[config.mk]
export PLATFORM = sky130hd
export DESIGN_NAME = otss_selector
export DESIGN_NICKNAME = d
export VERILOG_FILES = /design/src/otss_selector.v
export VERILOG_INCLUDE_DIRS = /design/src
export SDC_FILE = /design/constraint.sdc
export NUM_CORES = 1
export LEC_CHECK = 0
export BUFFER_PORTS_ARGS = -buffer_cell sky130_fd_sc_hd__buf_2
export CORE_MARGIN = 2
export CORE_UTILIZATION = 43
export CTS_CLUSTER_SIZE = 25
export DETAILED_ROUTE_END_ITERATION = 10
export MAX_ROUTING_LAYER = met4
export PLACE_DENSITY_LB_ADDON = 0.1
export SLEW_MARGIN = 20
export SYNTH_ARGS = -nofsm -noshare
export SYNTH_HDL_FRONTEND = slang
export SYNTH_SLANG_ARGS = --single-unit
export TNS_END_PERCENT = 100
[constraint.sdc]
create_clock -name clk -period 1.1 [get_ports clk]
set_input_delay 0.33 -clock clk [delete_from_list [all_inputs] [get_ports clk]]
set_output_delay 0.33 -clock clk [all_outputs]
set_load 0.03 [all_outputs]
[src/otss_defs.vh]
`ifndef OTSS_DEFS_VH
`define OTSS_DEFS_VH
// Terminal function codes.
`define OTSS_FN_NONE 6'h00
`define OTSS_FN_FREQ_LIMITED 6'h0d
`define OTSS_FN_TORQUE_LIMITED 6'h0e
`define OTSS_FN_READY 6'h0f
`define OTSS_FN_ANALOG_GT 6'h10
`define OTSS_FN_UPPER_REACHED 6'h11
`define OTSS_FN_LOWER_NO_STOP 6'h12
`define OTSS_FN_UNDERVOLT 6'h13
`define OTSS_FN_COMM 6'h14
`define OTSS_FN_ZERO_SPEED2 6'h17
`define OTSS_FN_POWER_ON_TIME 6'h18
`define OTSS_FN_TIMING 6'h1e
`define OTSS_FN_ANALOG_LIMIT 6'h1f
`define OTSS_FN_LOAD_ZERO 6'h20
`define OTSS_FN_REVERSE 6'h21
`define OTSS_FN_HEATSINK_TEMP 6'h23
`define OTSS_FN_LOWER_AT_STOP 6'h25
`define OTSS_FN_ALARM 6'h26
`define OTSS_FN_MOTOR_OVERHEAT 6'h27
`define OTSS_FN_RUN_TIME 6'h28
// Pulse output frequency range in units of 0.01 kHz.
`define OTSS_PULSE_MIN_FREQ 14'h0001
`define OTSS_PULSE_MAX_LIMIT 14'h2710
`define OTSS_PULSE_MAX_DEFAULT 14'h1388
// Terminal output reset value: every terminal low, whatever its polarity.
`define OTSS_POLARITY_RESET 5'h00
`endif

[src/otss_selector.v]
// Contract
// - Code 13: ON when set frequency beyond limit and output reached that limit.
// - Code 14: ON when torque limited in speed mode, with stall protection.
// - Code 15: ON when circuits stable, no fault, ready to run.
// - Code 16: ON while first analog input exceeds second.
// - Code 17: ON while running frequency at upper limit.
// - Code 18: ON at lower limit, forced OFF while stopped.
// - Code 37: ON at lower limit, stays ON while stopped.
// - Code 19: ON while in undervoltage.
// - Code 20: level comes from the communication-written value.
// - Code 23: ON when output frequency zero, also ON while stopped.
// - Code 24: ON once power-on time exceeds its threshold.
// - Code 30: ON when timing enabled and run time reaches set time.
// - Code 31: ON when first analog input is above upper or below lower limit.
// - Code 32: ON when load has dropped to zero.
// - Code 33: ON while running in reverse.
// - Code 35: ON when heatsink temperature reaches threshold.
// - Code 38: alarm when fault present while still running.
// - Code 39: ON when motor temperature reaches overheat threshold.
// - Code 40: ON when current run time exceeds threshold.
// - Pulse output 0.01 kHz to a maximum clamped to 0.01..100.00 kHz.
// - Code 0: terminal inactive.
// - Per-terminal polarity, 1 inverts, all default positive.
`timescale 1ns/1ps
`include "otss_defs.vh"

module otss_selector #(
   parameter NUM_TERM = 5,
   parameter AW = 12,
   parameter TW = 16,
   parameter FW = 14
) (
   // Clock, reset, enable
   input wire clk,
   input wire sys_rst,
   input wire clk_en,
   // Terminal configuration
   input wire [6*NUM_TERM-1:0] term_function,
   input wire [NUM_TERM-1:0] output_polarity_select,
   input wire [NUM_TERM-1:0] comm_level,
   // Thresholds
   input wire timing_function_enable,
   input wire [AW-1:0] analog_in_one_lower_limit,
   input wire [AW-1:0] analog_in_one_upper_limit,
   input wire [TW-1:0] power_on_time_threshold,
   input wire [TW-1:0] run_time_threshold,
   input wire [TW-1:0] timing_set_time,
   input wire [TW-1:0] heatsink_temp_threshold,
   input wire [TW-1:0] motor_overheat_threshold,
   // Pulse output configuration
   input wire [FW-1:0] max_pulse_output_frequency,
   // Status from the control core
   input wire set_freq_beyond_limit,
   input wire out_freq_at_limit,
   input wire speed_mode,
   input wire torque_at_limit,
   input wire circuits_stable,
   input wire fault_present,
   input wire drive_running,
   input wire undervoltage,
   input wire out_freq_zero,
   input wire run_freq_at_upper,
   input wire run_freq_at_lower,
   input wire load_zero,
   input wire reverse_running,
   // Measured values
   input wire [AW-1:0] analog_input_one,
   input wire [AW-1:0] analog_input_two,
   input wire [TW-1:0] accumulated_power_on_time,
   input wire [TW-1:0] current_run_time,
   input wire [TW-1:0] heatsink_temp,
   input wire [TW-1:0] motor_temp,
   // Pulse request
   input wire [FW-1:0] pulse_freq_request,
   // Terminal outputs
   output reg [NUM_TERM-1:0] terminal_out,
   // Pulse outputs
   output reg [FW-1:0] pulse_out_freq,
   output reg [FW-1:0] pulse_max_eff,
   // Protection
   output reg stall_protect
);

   // Next-state values of the registered outputs.
   wire [NUM_TERM-1:0] terminal_nxt;
   reg [FW-1:0] max_nxt;
   reg [FW-1:0] freq_nxt;
   reg stall_nxt;

   // Frequency conditions.
   reg c_freq_lim;
   reg c_upper;
   reg c_lower_ns;
   reg c_lower_st;
   reg c_zero2;
   reg c_rev;

   // Protection and readiness conditions.
   reg c_torque;
   reg c_ready;
   reg c_uv;
   reg c_load;
   reg c_alarm;

   // Analog input conditions.
   reg c_ai_gt;
   reg c_ai_lim;
   reg ai_above_upper;
   reg ai_below_lower;

   // Time and temperature conditions.
   reg c_pon;
   reg c_timing;
   reg c_run;
   reg c_heat;
   reg c_motor;

   // Pulse clamp comparisons.
   reg max_too_low;
   reg max_too_high;
   reg req_too_low;
   reg req_too_high;

   // Conditions derived from the frequency status flags.
   always @* begin
      c_freq_lim = set_freq_beyond_limit & out_freq_at_limit;
      c_upper = run_freq_at_upper;
      c_lower_ns = run_freq_at_lower & drive_running;
      c_lower_st = run_freq_at_lower | ~drive_running;
      c_zero2 = out_freq_zero | ~drive_running;
      c_rev = reverse_running & drive_running;
   end

   // A fault or undervoltage keeps the ready condition low.
   always @* begin
      c_torque = speed_mode & torque_at_limit;
      c_ready = circuits_stable & ~fault_present & ~undervoltage;
      c_uv = undervoltage;
      c_load = load_zero;
      c_alarm = fault_present & drive_running;
   end

   // The limit window on the first analog input is closed at both ends.
   always @* begin
      ai_above_upper = analog_input_one > analog_in_one_upper_limit;
      ai_below_lower = analog_input_one < analog_in_one_lower_limit;
      c_ai_gt = analog_input_one > analog_input_two;
      c_ai_lim = ai_above_upper | ai_below_lower;
   end

   // Power-on and run-time thresholds must be exceeded.
   // The timing set time and the temperature thresholds need only be reached.
   always @* begin
      c_pon = accumulated_power_on_time > power_on_time_threshold;
      c_run = current_run_time > run_time_threshold;
      c_timing = timing_function_enable & (current_run_time >= timing_set_time);
      c_heat = heatsink_temp >= heatsink_temp_threshold;
      c_motor = motor_temp >= motor_overheat_threshold;
   end

   // The stall flag follows the torque-limited condition.
   always @* begin
      stall_nxt = c_torque;
   end

   // One multiplexer per terminal, then its polarity inversion.
   genvar g;
   generate
      for (g = 0; g < NUM_TERM; g = g + 1) begin : g_term
         wire [5:0] code;
         reg lvl;
         assign code = term_function[6*g +: 6];
         always @* begin
            case (code)
               `OTSS_FN_FREQ_LIMITED: begin
                  lvl = c_freq_lim;
               end
               `OTSS_FN_TORQUE_LIMITED: begin
                  lvl = c_torque;
               end
               `OTSS_FN_READY: begin
                  lvl = c_ready;
               end
               `OTSS_FN_ANALOG_GT: begin
                  lvl = c_ai_gt;
               end
               `OTSS_FN_UPPER_REACHED: begin
                  lvl = c_upper;
               end
               `OTSS_FN_LOWER_NO_STOP: begin
                  lvl = c_lower_ns;
               end
               `OTSS_FN_LOWER_AT_STOP: begin
                  lvl = c_lower_st;
               end
               `OTSS_FN_UNDERVOLT: begin
                  lvl = c_uv;
               end
               `OTSS_FN_COMM: begin
                  lvl = comm_level[g];
               end
               `OTSS_FN_ZERO_SPEED2: begin
                  lvl = c_zero2;
               end
               `OTSS_FN_POWER_ON_TIME: begin
                  lvl = c_pon;
               end
               `OTSS_FN_TIMING: begin
                  lvl = c_timing;
               end
               `OTSS_FN_ANALOG_LIMIT: begin
                  lvl = c_ai_lim;
               end
               `OTSS_FN_LOAD_ZERO: begin
                  lvl = c_load;
               end
               `OTSS_FN_REVERSE: begin
                  lvl = c_rev;
               end
               `OTSS_FN_HEATSINK_TEMP: begin
                  lvl = c_heat;
               end
               `OTSS_FN_ALARM: begin
                  lvl = c_alarm;
               end
               `OTSS_FN_MOTOR_OVERHEAT: begin
                  lvl = c_motor;
               end
               `OTSS_FN_RUN_TIME: begin
                  lvl = c_run;
               end
               `OTSS_FN_NONE: begin
                  lvl = 1'b0;
               end
               default: begin
                  lvl = 1'b0;
               end
            endcase
         end
         // Inversion follows selection, so an unused inverted terminal idles high.
         assign terminal_nxt[g] = lvl ^ output_polarity_select[g];
      end
   endgenerate

   // Comparisons of the configured maximum against the legal range.
   always @* begin
      max_too_low = max_pulse_output_frequency < `OTSS_PULSE_MIN_FREQ;
      max_too_high = max_pulse_output_frequency > `OTSS_PULSE_MAX_LIMIT;
   end

   // The maximum is clamped first, so the request is held under the clamped value.
   always @* begin
      if (max_too_low) begin
         max_nxt = `OTSS_PULSE_MIN_FREQ;
      end else if (max_too_high) begin
         max_nxt = `OTSS_PULSE_MAX_LIMIT;
      end else begin
         max_nxt = max_pulse_output_frequency;
      end
   end

   always @* begin
      req_too_low = pulse_freq_request < `OTSS_PULSE_MIN_FREQ;
      req_too_high = pulse_freq_request > max_nxt;
   end

   always @* begin
      if (req_too_low) begin
         freq_nxt = `OTSS_PULSE_MIN_FREQ;
      end else if (req_too_high) begin
         freq_nxt = max_nxt;
      end else begin
         freq_nxt = pulse_freq_request;
      end
   end

   // Terminal levels.
   always @(posedge clk or posedge sys_rst) begin
      if (sys_rst) begin
         terminal_out <= `OTSS_POLARITY_RESET;
      end else if (clk_en) begin
         terminal_out <= terminal_nxt;
      end
   end

   // Pulse output frequency.
   always @(posedge clk or posedge sys_rst) begin
      if (sys_rst) begin
         pulse_out_freq <= `OTSS_PULSE_MIN_FREQ;
      end else if (clk_en) begin
         pulse_out_freq <= freq_nxt;
      end
   end

   // Effective pulse maximum.
   always @(posedge clk or posedge sys_rst) begin
      if (sys_rst) begin
         pulse_max_eff <= `OTSS_PULSE_MAX_DEFAULT;
      end else if (clk_en) begin
         pulse_max_eff <= max_nxt;
      end
   end

   // Stall protection flag.
   always @(posedge clk or posedge sys_rst) begin
      if (sys_rst) begin
         stall_protect <= 1'b0;
      end else if (clk_en) begin
         stall_protect <= stall_nxt;
      end
   end

endmodule // otss_selector

### Word-level counts from Yosys, hierarchy flattened

Cells that the tools add are included.

| word-level totals | value |
|---|---|
| output and inout port bits | 34 |
| input port bits | 277 |
| logic and storage cells | 139 |
| register bits | 34 |

| cells by class | value |
|---|---|
| eq/ne operators | 95 |
| multiplexer cells | 9 |
| bitwise operators | 19 |
| order comparisons | 12 |

Operator list:

| kind | count |
|---|---|
| $eq A6 B5 Y1 const B | 45 |
| $eq A6 B6 Y1 const B | 35 |
| $pmux W1 S19 | 5 |
| $eq A6 B4 Y1 const B | 15 |
| $mux W14 | 4 |
| $ge A16 B16 Y1 | 3 |
| $gt A16 B16 Y1 | 2 |
| $lt A14 B1 Y1 const B | 2 |
| $gt A12 B12 Y1 | 2 |
| $gt A14 B14 Y1 | 1 |
| $gt A14 B14 Y1 const B | 1 |
| $lt A12 B12 Y1 | 1 |
| $and A1 B1 Y1 | 8 |
| $xor A1 B1 Y1 | 5 |
| $not A1 Y1 | 3 |
| $or A1 B1 Y1 | 3 |

### Logic depth before layout (Yosys ltp)

| depth | value |
|---|---|
| depth after elaboration | 6 |
| gate-level depth with buffers | 16 |

### Worst setup path before layout

No wires, ideal clock.

| path | value |
|---|---|
| path kind | input to register |
| from | input max_pulse_output_frequency[1] |
| to | register pulse_out_freq[10] |
| data required time | 0.968 ns |
| buffers on the path | 1 |
| cell stages on the path | 16 |
| arrival time | 3.263 ns |
| setup slack | -2.294 ns |
| cells stage by stage | nor4_1 -> nand2b_1 -> a21oi_1 -> o21ai_0 -> and2_1 -> inv_1 -> ha_1 -> a21o_1 -> a21o_1 -> a21o_1 -> a211o_1 -> a31oi_1 -> nor2_1 -> buf_2 -> mux2i_1 -> o2bb2ai_1 |

| between the ends | value |
|---|---|
| word-level cells in the longest chain between the ends | 6 |
| elaborated cells on any way between the ends | 7 |
| those cells by class | 3 x order compare; 4 x mux |

Ends and longest elaborated chain:

| element | RTL line | RTL |
|---|---|---|
| start: declaration | otss_selector.v:51 | `input wire [FW-1:0] max_pulse_output_frequency,` |
| $gt A14 B14 Y1 (no source line) | - |  |
| $mux W14 | otss_selector.v:255 | `end else if (max_too_high) begin` |
| $mux W14 * | otss_selector.v:253 | `if (max_too_low) begin` |
| $gt A14 B14 Y1 | otss_selector.v:264 | `req_too_high = pulse_freq_request > max_nxt;` |
| $mux W14 * | otss_selector.v:270 | `end else if (req_too_high) begin` |
| $mux W14 * | otss_selector.v:268 | `if (req_too_low) begin` |
| end signal: assignment | otss_selector.v:289 | `` pulse_out_freq <= `OTSS_PULSE_MIN_FREQ; `` |
| end signal: assignment | otss_selector.v:291 | `pulse_out_freq <= freq_nxt;` |
| end: declaration | otss_selector.v:78 | `output reg [FW-1:0] pulse_out_freq,` |

Every way passes the cells marked *; elsewhere a longest branch is shown, timed or not.
A chain may end at the register's enable or synchronous reset.

### Worst setup path after layout

| path | value |
|---|---|
| from | input max_pulse_output_frequency[1] |
| to | register pulse_out_freq[2] |

Same word-level chain as after synthesis.

==> metrics.md <==
| Metric | Value |
|---|---|
| Worst slew pin tran | 0.710 ns |
| Total Routed Length | 22600 um |
| Clock latency on the worst-skew pair | 0.28 ns |
| Count of unresolved DRC violations after routing | 0 |
| Max-slew violation count | 0 |
| Number of buffers added by the clock tree synthesis step | 5 |
| Clk network pwr share | 23.7% |
| Sequential share of power | 19.7% |
| Leading register cell type out of synthesis | sky130_fd_sc_hd__dfrtp_1 |
| Via count normalized by instance count | 5.37 |
| Floorplan row count | 44 |
| Area taken by multi-input logic gates | 5570 um^2 |
| Number of enable flip-flop cells after synthesis | 0 |
| Syn_nets | 1227 |
| PD cells | 714 nW/um^2 |
| Post-synthesis sequential area ratio | 13.8% |
| Category of the most critical setup path | primary input to register |
| Number of nets still failing antenna checks after routing | 0 |
| Worst Setup Slack, final | -1.88 ns |
| Highest-delay cell along the critical path | sky130_fd_sc_hd__a221o_1 |
| Total Routing Usage GR | 29.0% |
| Maximum number of pins on one net before global-route repair | 35 |
| Via count of the first global-routing pass | 8211 |
| Total of flip-flops plus latches after synthesis | 34 |
| R2R cell count | 4 |
| Post-detailed-placement half-perimeter wirelength | 18500 um |
| Register Area | 858 um^2 |
| Cell with the most instances after synthesis | sky130_fd_sc_hd__inv_1 |
| Number of antenna violations at the first check in global routing | 1 |
| Arrival time of data at the critical path endpoint | 3.14 ns |
| Clock tree sinks | 34 |
| Total leakage power | 5.75 nW |
| Vertical die dimension | 124 um |
| Share of the cycle needed by the critical path after routing | 271% |
| Cell type with the highest aggregate area in the netlist | sky130_fd_sc_hd__ha_1 |
| Die area | 15500 um^2 |
| Post-synth top area share | 25.9% |
| Wire length of the first global-routing pass | 37000 um |
| RR Startpoint | pulse_max_eff[10] |
| Most instantiated cells after synthesis | sky130_fd_sc_hd__inv_1 (144), sky130_fd_sc_hd__ha_1 (129), sky130_fd_sc_hd__a21oi_1 (51), sky130_fd_sc_hd__nand2_1 (48), sky130_fd_sc_hd__nor2_1 (42) |
| Required time at the endpoint of the critical path | 1.26 ns |
| Placement-stage cell area | 9730 um^2 |
| Number of instances in the synthesized netlist | 821 |
| Critical path cell sequence | buf_8 -> nor4_4 -> nand2b_4 -> a21oi_4 -> o21ai_4 -> and2_4 -> inv_2 -> ha_4 -> a21o_1 -> a21oi_2 -> o221ai_2 -> a221o_1 -> a31oi_4 -> nor2_4 -> buf_6 -> mux2i_2 -> o2bb2ai_1 |
| Setup slack of the most critical reg-to-reg path | 0.19 ns |
| Sum of internal, switching and leakage power | 0.00782 W |
| Period minus WS final | 2.98 ns |
| Total core area | 14400 um^2 |
| Fraction of power spent switching nets | 35.4% |
| Yosys warning total | 0 |
| Design area | 10900 um^2 |
| Achievable clock frequency | 336 MHz |
| Buffer cell driving the clock tree root | sky130_fd_sc_hd__clkbuf_16 |
| Kind of path behind the tightest hold check | primary input to asynchronous set/reset pin |
| Detailed-router iteration count before antenna repair | 6 |
| Starting Density | 43.4% |
| Residual overflow from global routing | 0 |
| Violated checks | setup timing |
| Post-synth design cell area | 6240 um^2 |
| Crit end category | register |
| CP startpoint | max_pulse_output_frequency[1] |
| Top cells by area in the synthesized netlist | sky130_fd_sc_hd__ha_1 (26%), sky130_fd_sc_hd__dfrtp_1 (11%), sky130_fd_sc_hd__inv_1 (8.7%) |
| Critical path endpoint | pulse_out_freq[2] |
| Synthesized area per cell | 7.60 um^2 |
| H-Tree Depth | 2 |
| Number of input and output port buffers inserted | 310 |
| NumNets Final | 1733 |
| Wire per inst | 14.9 um |
| First DRT Iteration DRCs | 330 |
| Number of filler cells placed in the layout | 1111 |
| Internal power of the cells | 0.00505 W |
| Remaining max-slew budget at the tightest pin | 52.5% |
| Register clock-pin slew on the reported worst setup and hold paths | 0.06 ns |
| Deepest clock path buffer count | 2 |
| Placement Setup Slack | -2.20 ns |
| Max Cap Viol | 0 |
| RePlAce Congestion | 0.899 |
| Die width | 124 um |
| Post-synth ARST share | 100% |
| Outcome | complete, but fails checks |
| Post-cts hold buffer count | 0 |
| Ratio of cells with drive above 1 in the final layout | 51.1% |
| Capturing point of the worst reg2reg path | pulse_max_eff[10] |
| Final count of hold timing violations | 0 |
| Setup Viol. Count Final | 61 |
| Crit start category | primary input |
| Layout Skew | 0 ns |
| Number of different library cells in the post-synthesis netlist | 65 |
| Combinational group share of total power | 56.7% |
| Highest ir drop seen on vdd | 577 uV |
| Setup repair after global routing missed its margin | yes |
| TritonCTS clock tree | built |
| Critical path fanouts, max | 7 |
| I/O Pins | 311 |
| Biggest cell delay along the critical path | 0.34 ns |
| Area growth syn-to-layout | 75.5% |
| Switching power total | 0.00277 W |
| Routed via count | 8123 |
==> per-stage QoR <==
step	util, %	setup TNS, ns	hold WS [ns]	instances
after floorplan	-	-33.63	0.467	821
after global placement	67.7	-44.17	0.384	1467
after detailed placement	67.7	-45.65	0.394	1467
after CTS	73.8	-37.87	0.0944	1495
after global routing	76.2	-40.77	0.109	1513
final	76.2	-37.67	0.106	1513
==> flip-flops by register name, indices dropped and copies added (netlist names) <==
signal and flops:
pulse_max_eff 14, pulse_out_freq 14, terminal_out 5, stall_protect 1
==> power by group through the flow <==
stage          registers [W]  clock network, W  logic (W)
2_1_floorplan        0.00181                 0    0.00163
3_3_place_gp         0.00152                 0    0.00363
3_5_place_dp         0.00153                 0    0.00369
4_1_cts              0.00154           0.00187    0.00417
5_1_grt              0.00156           0.00195    0.00485
6_report             0.00154           0.00185    0.00443
==> timing repair <==
item	CTS	global route
setup endpoints to repair	64	62
resized for setup	134	48
setup buffers	22	18
pin swaps	46	34
==> critical path, delay by kind of cell <==
| family | cells | cell delay (ns) |
|---|---|---|
| AOI/OAI and AO/OA | 8 | 1.35 |
| and+or+nand+nor | 4 | 0.76 |
| buffers and inverters | 3 | 0.29 |
| adders and majority gates | 1 | 0.21 |
| muxes | 1 | 0.18 |
==> metal layers <==
metal  vias up  share of wire, %  track usage [%]
li1       4031                 -                -
met1      3762                42             34.5
met2       283                50             51.9
met3        47               5.7             3.26
met4         0               2.5             7.60
met5         -                 0                -
==> final cells by class <==
| type | count | area share (%) |
|---|---|---|
| Antenna cell | 1 | 0.0229 |
| Clock buffer | 5 | 1.14 |
| Timing Repair Buffer | 523 | 32.3 |
| Inverter | 144 | 5.14 |
| Clock inverter | 3 | 0.629 |
| Tap cell | 184 | 2.10 |
| Multi-Input combinational cell | 619 | 50.8 |
| Sequential cell | 34 | 7.84 |
==> placed cells by master (no fill, tap or decap), types with 26 or more instances in the layout <==
master / n
sky130_fd_sc_hd__nand4_1: 26
sky130_fd_sc_hd__nor2_1: 41
sky130_fd_sc_hd__ha_4: 27
sky130_fd_sc_hd__dfrtp_1: 28
sky130_fd_sc_hd__a21oi_1: 34
sky130_fd_sc_hd__buf_4: 200
sky130_fd_sc_hd__ha_1: 99
sky130_fd_sc_hd__inv_1: 121
sky130_fd_sc_hd__buf_6: 53
sky130_fd_sc_hd__buf_2: 263
sky130_fd_sc_hd__nand2_1: 47
==> worst min-delay path by stage <==
| stage | from | endpoint | slack [ns] | depth (start not counted) |
|---|---|---|---|---|
| after floorplan | sys_rst | pulse_max_eff[0] | 0.47 | 1 |
| after global placement | sys_rst | pulse_out_freq[5] | 0.38 | 3 |
| after detailed placement | sys_rst | pulse_max_eff[1] | 0.39 | 3 |
| after CTS | sys_rst | pulse_max_eff[1] | 0.09 | 3 |
| after global routing | sys_rst | pulse_max_eff[5] | 0.11 | 3 |
| final | sys_rst | pulse_max_eff[2] | 0.11 | 3 |
==> cells by family after synthesis <==
group	synth area share, %
AOI/OAI and AO/OA	22.7
DFF	13.8
muxes	4.05
adders and majority gates	25.9
buffers and inverters	10.2
and+or+nand+nor	23.4
No activity file was read; power rests on OpenSTA's default activity.
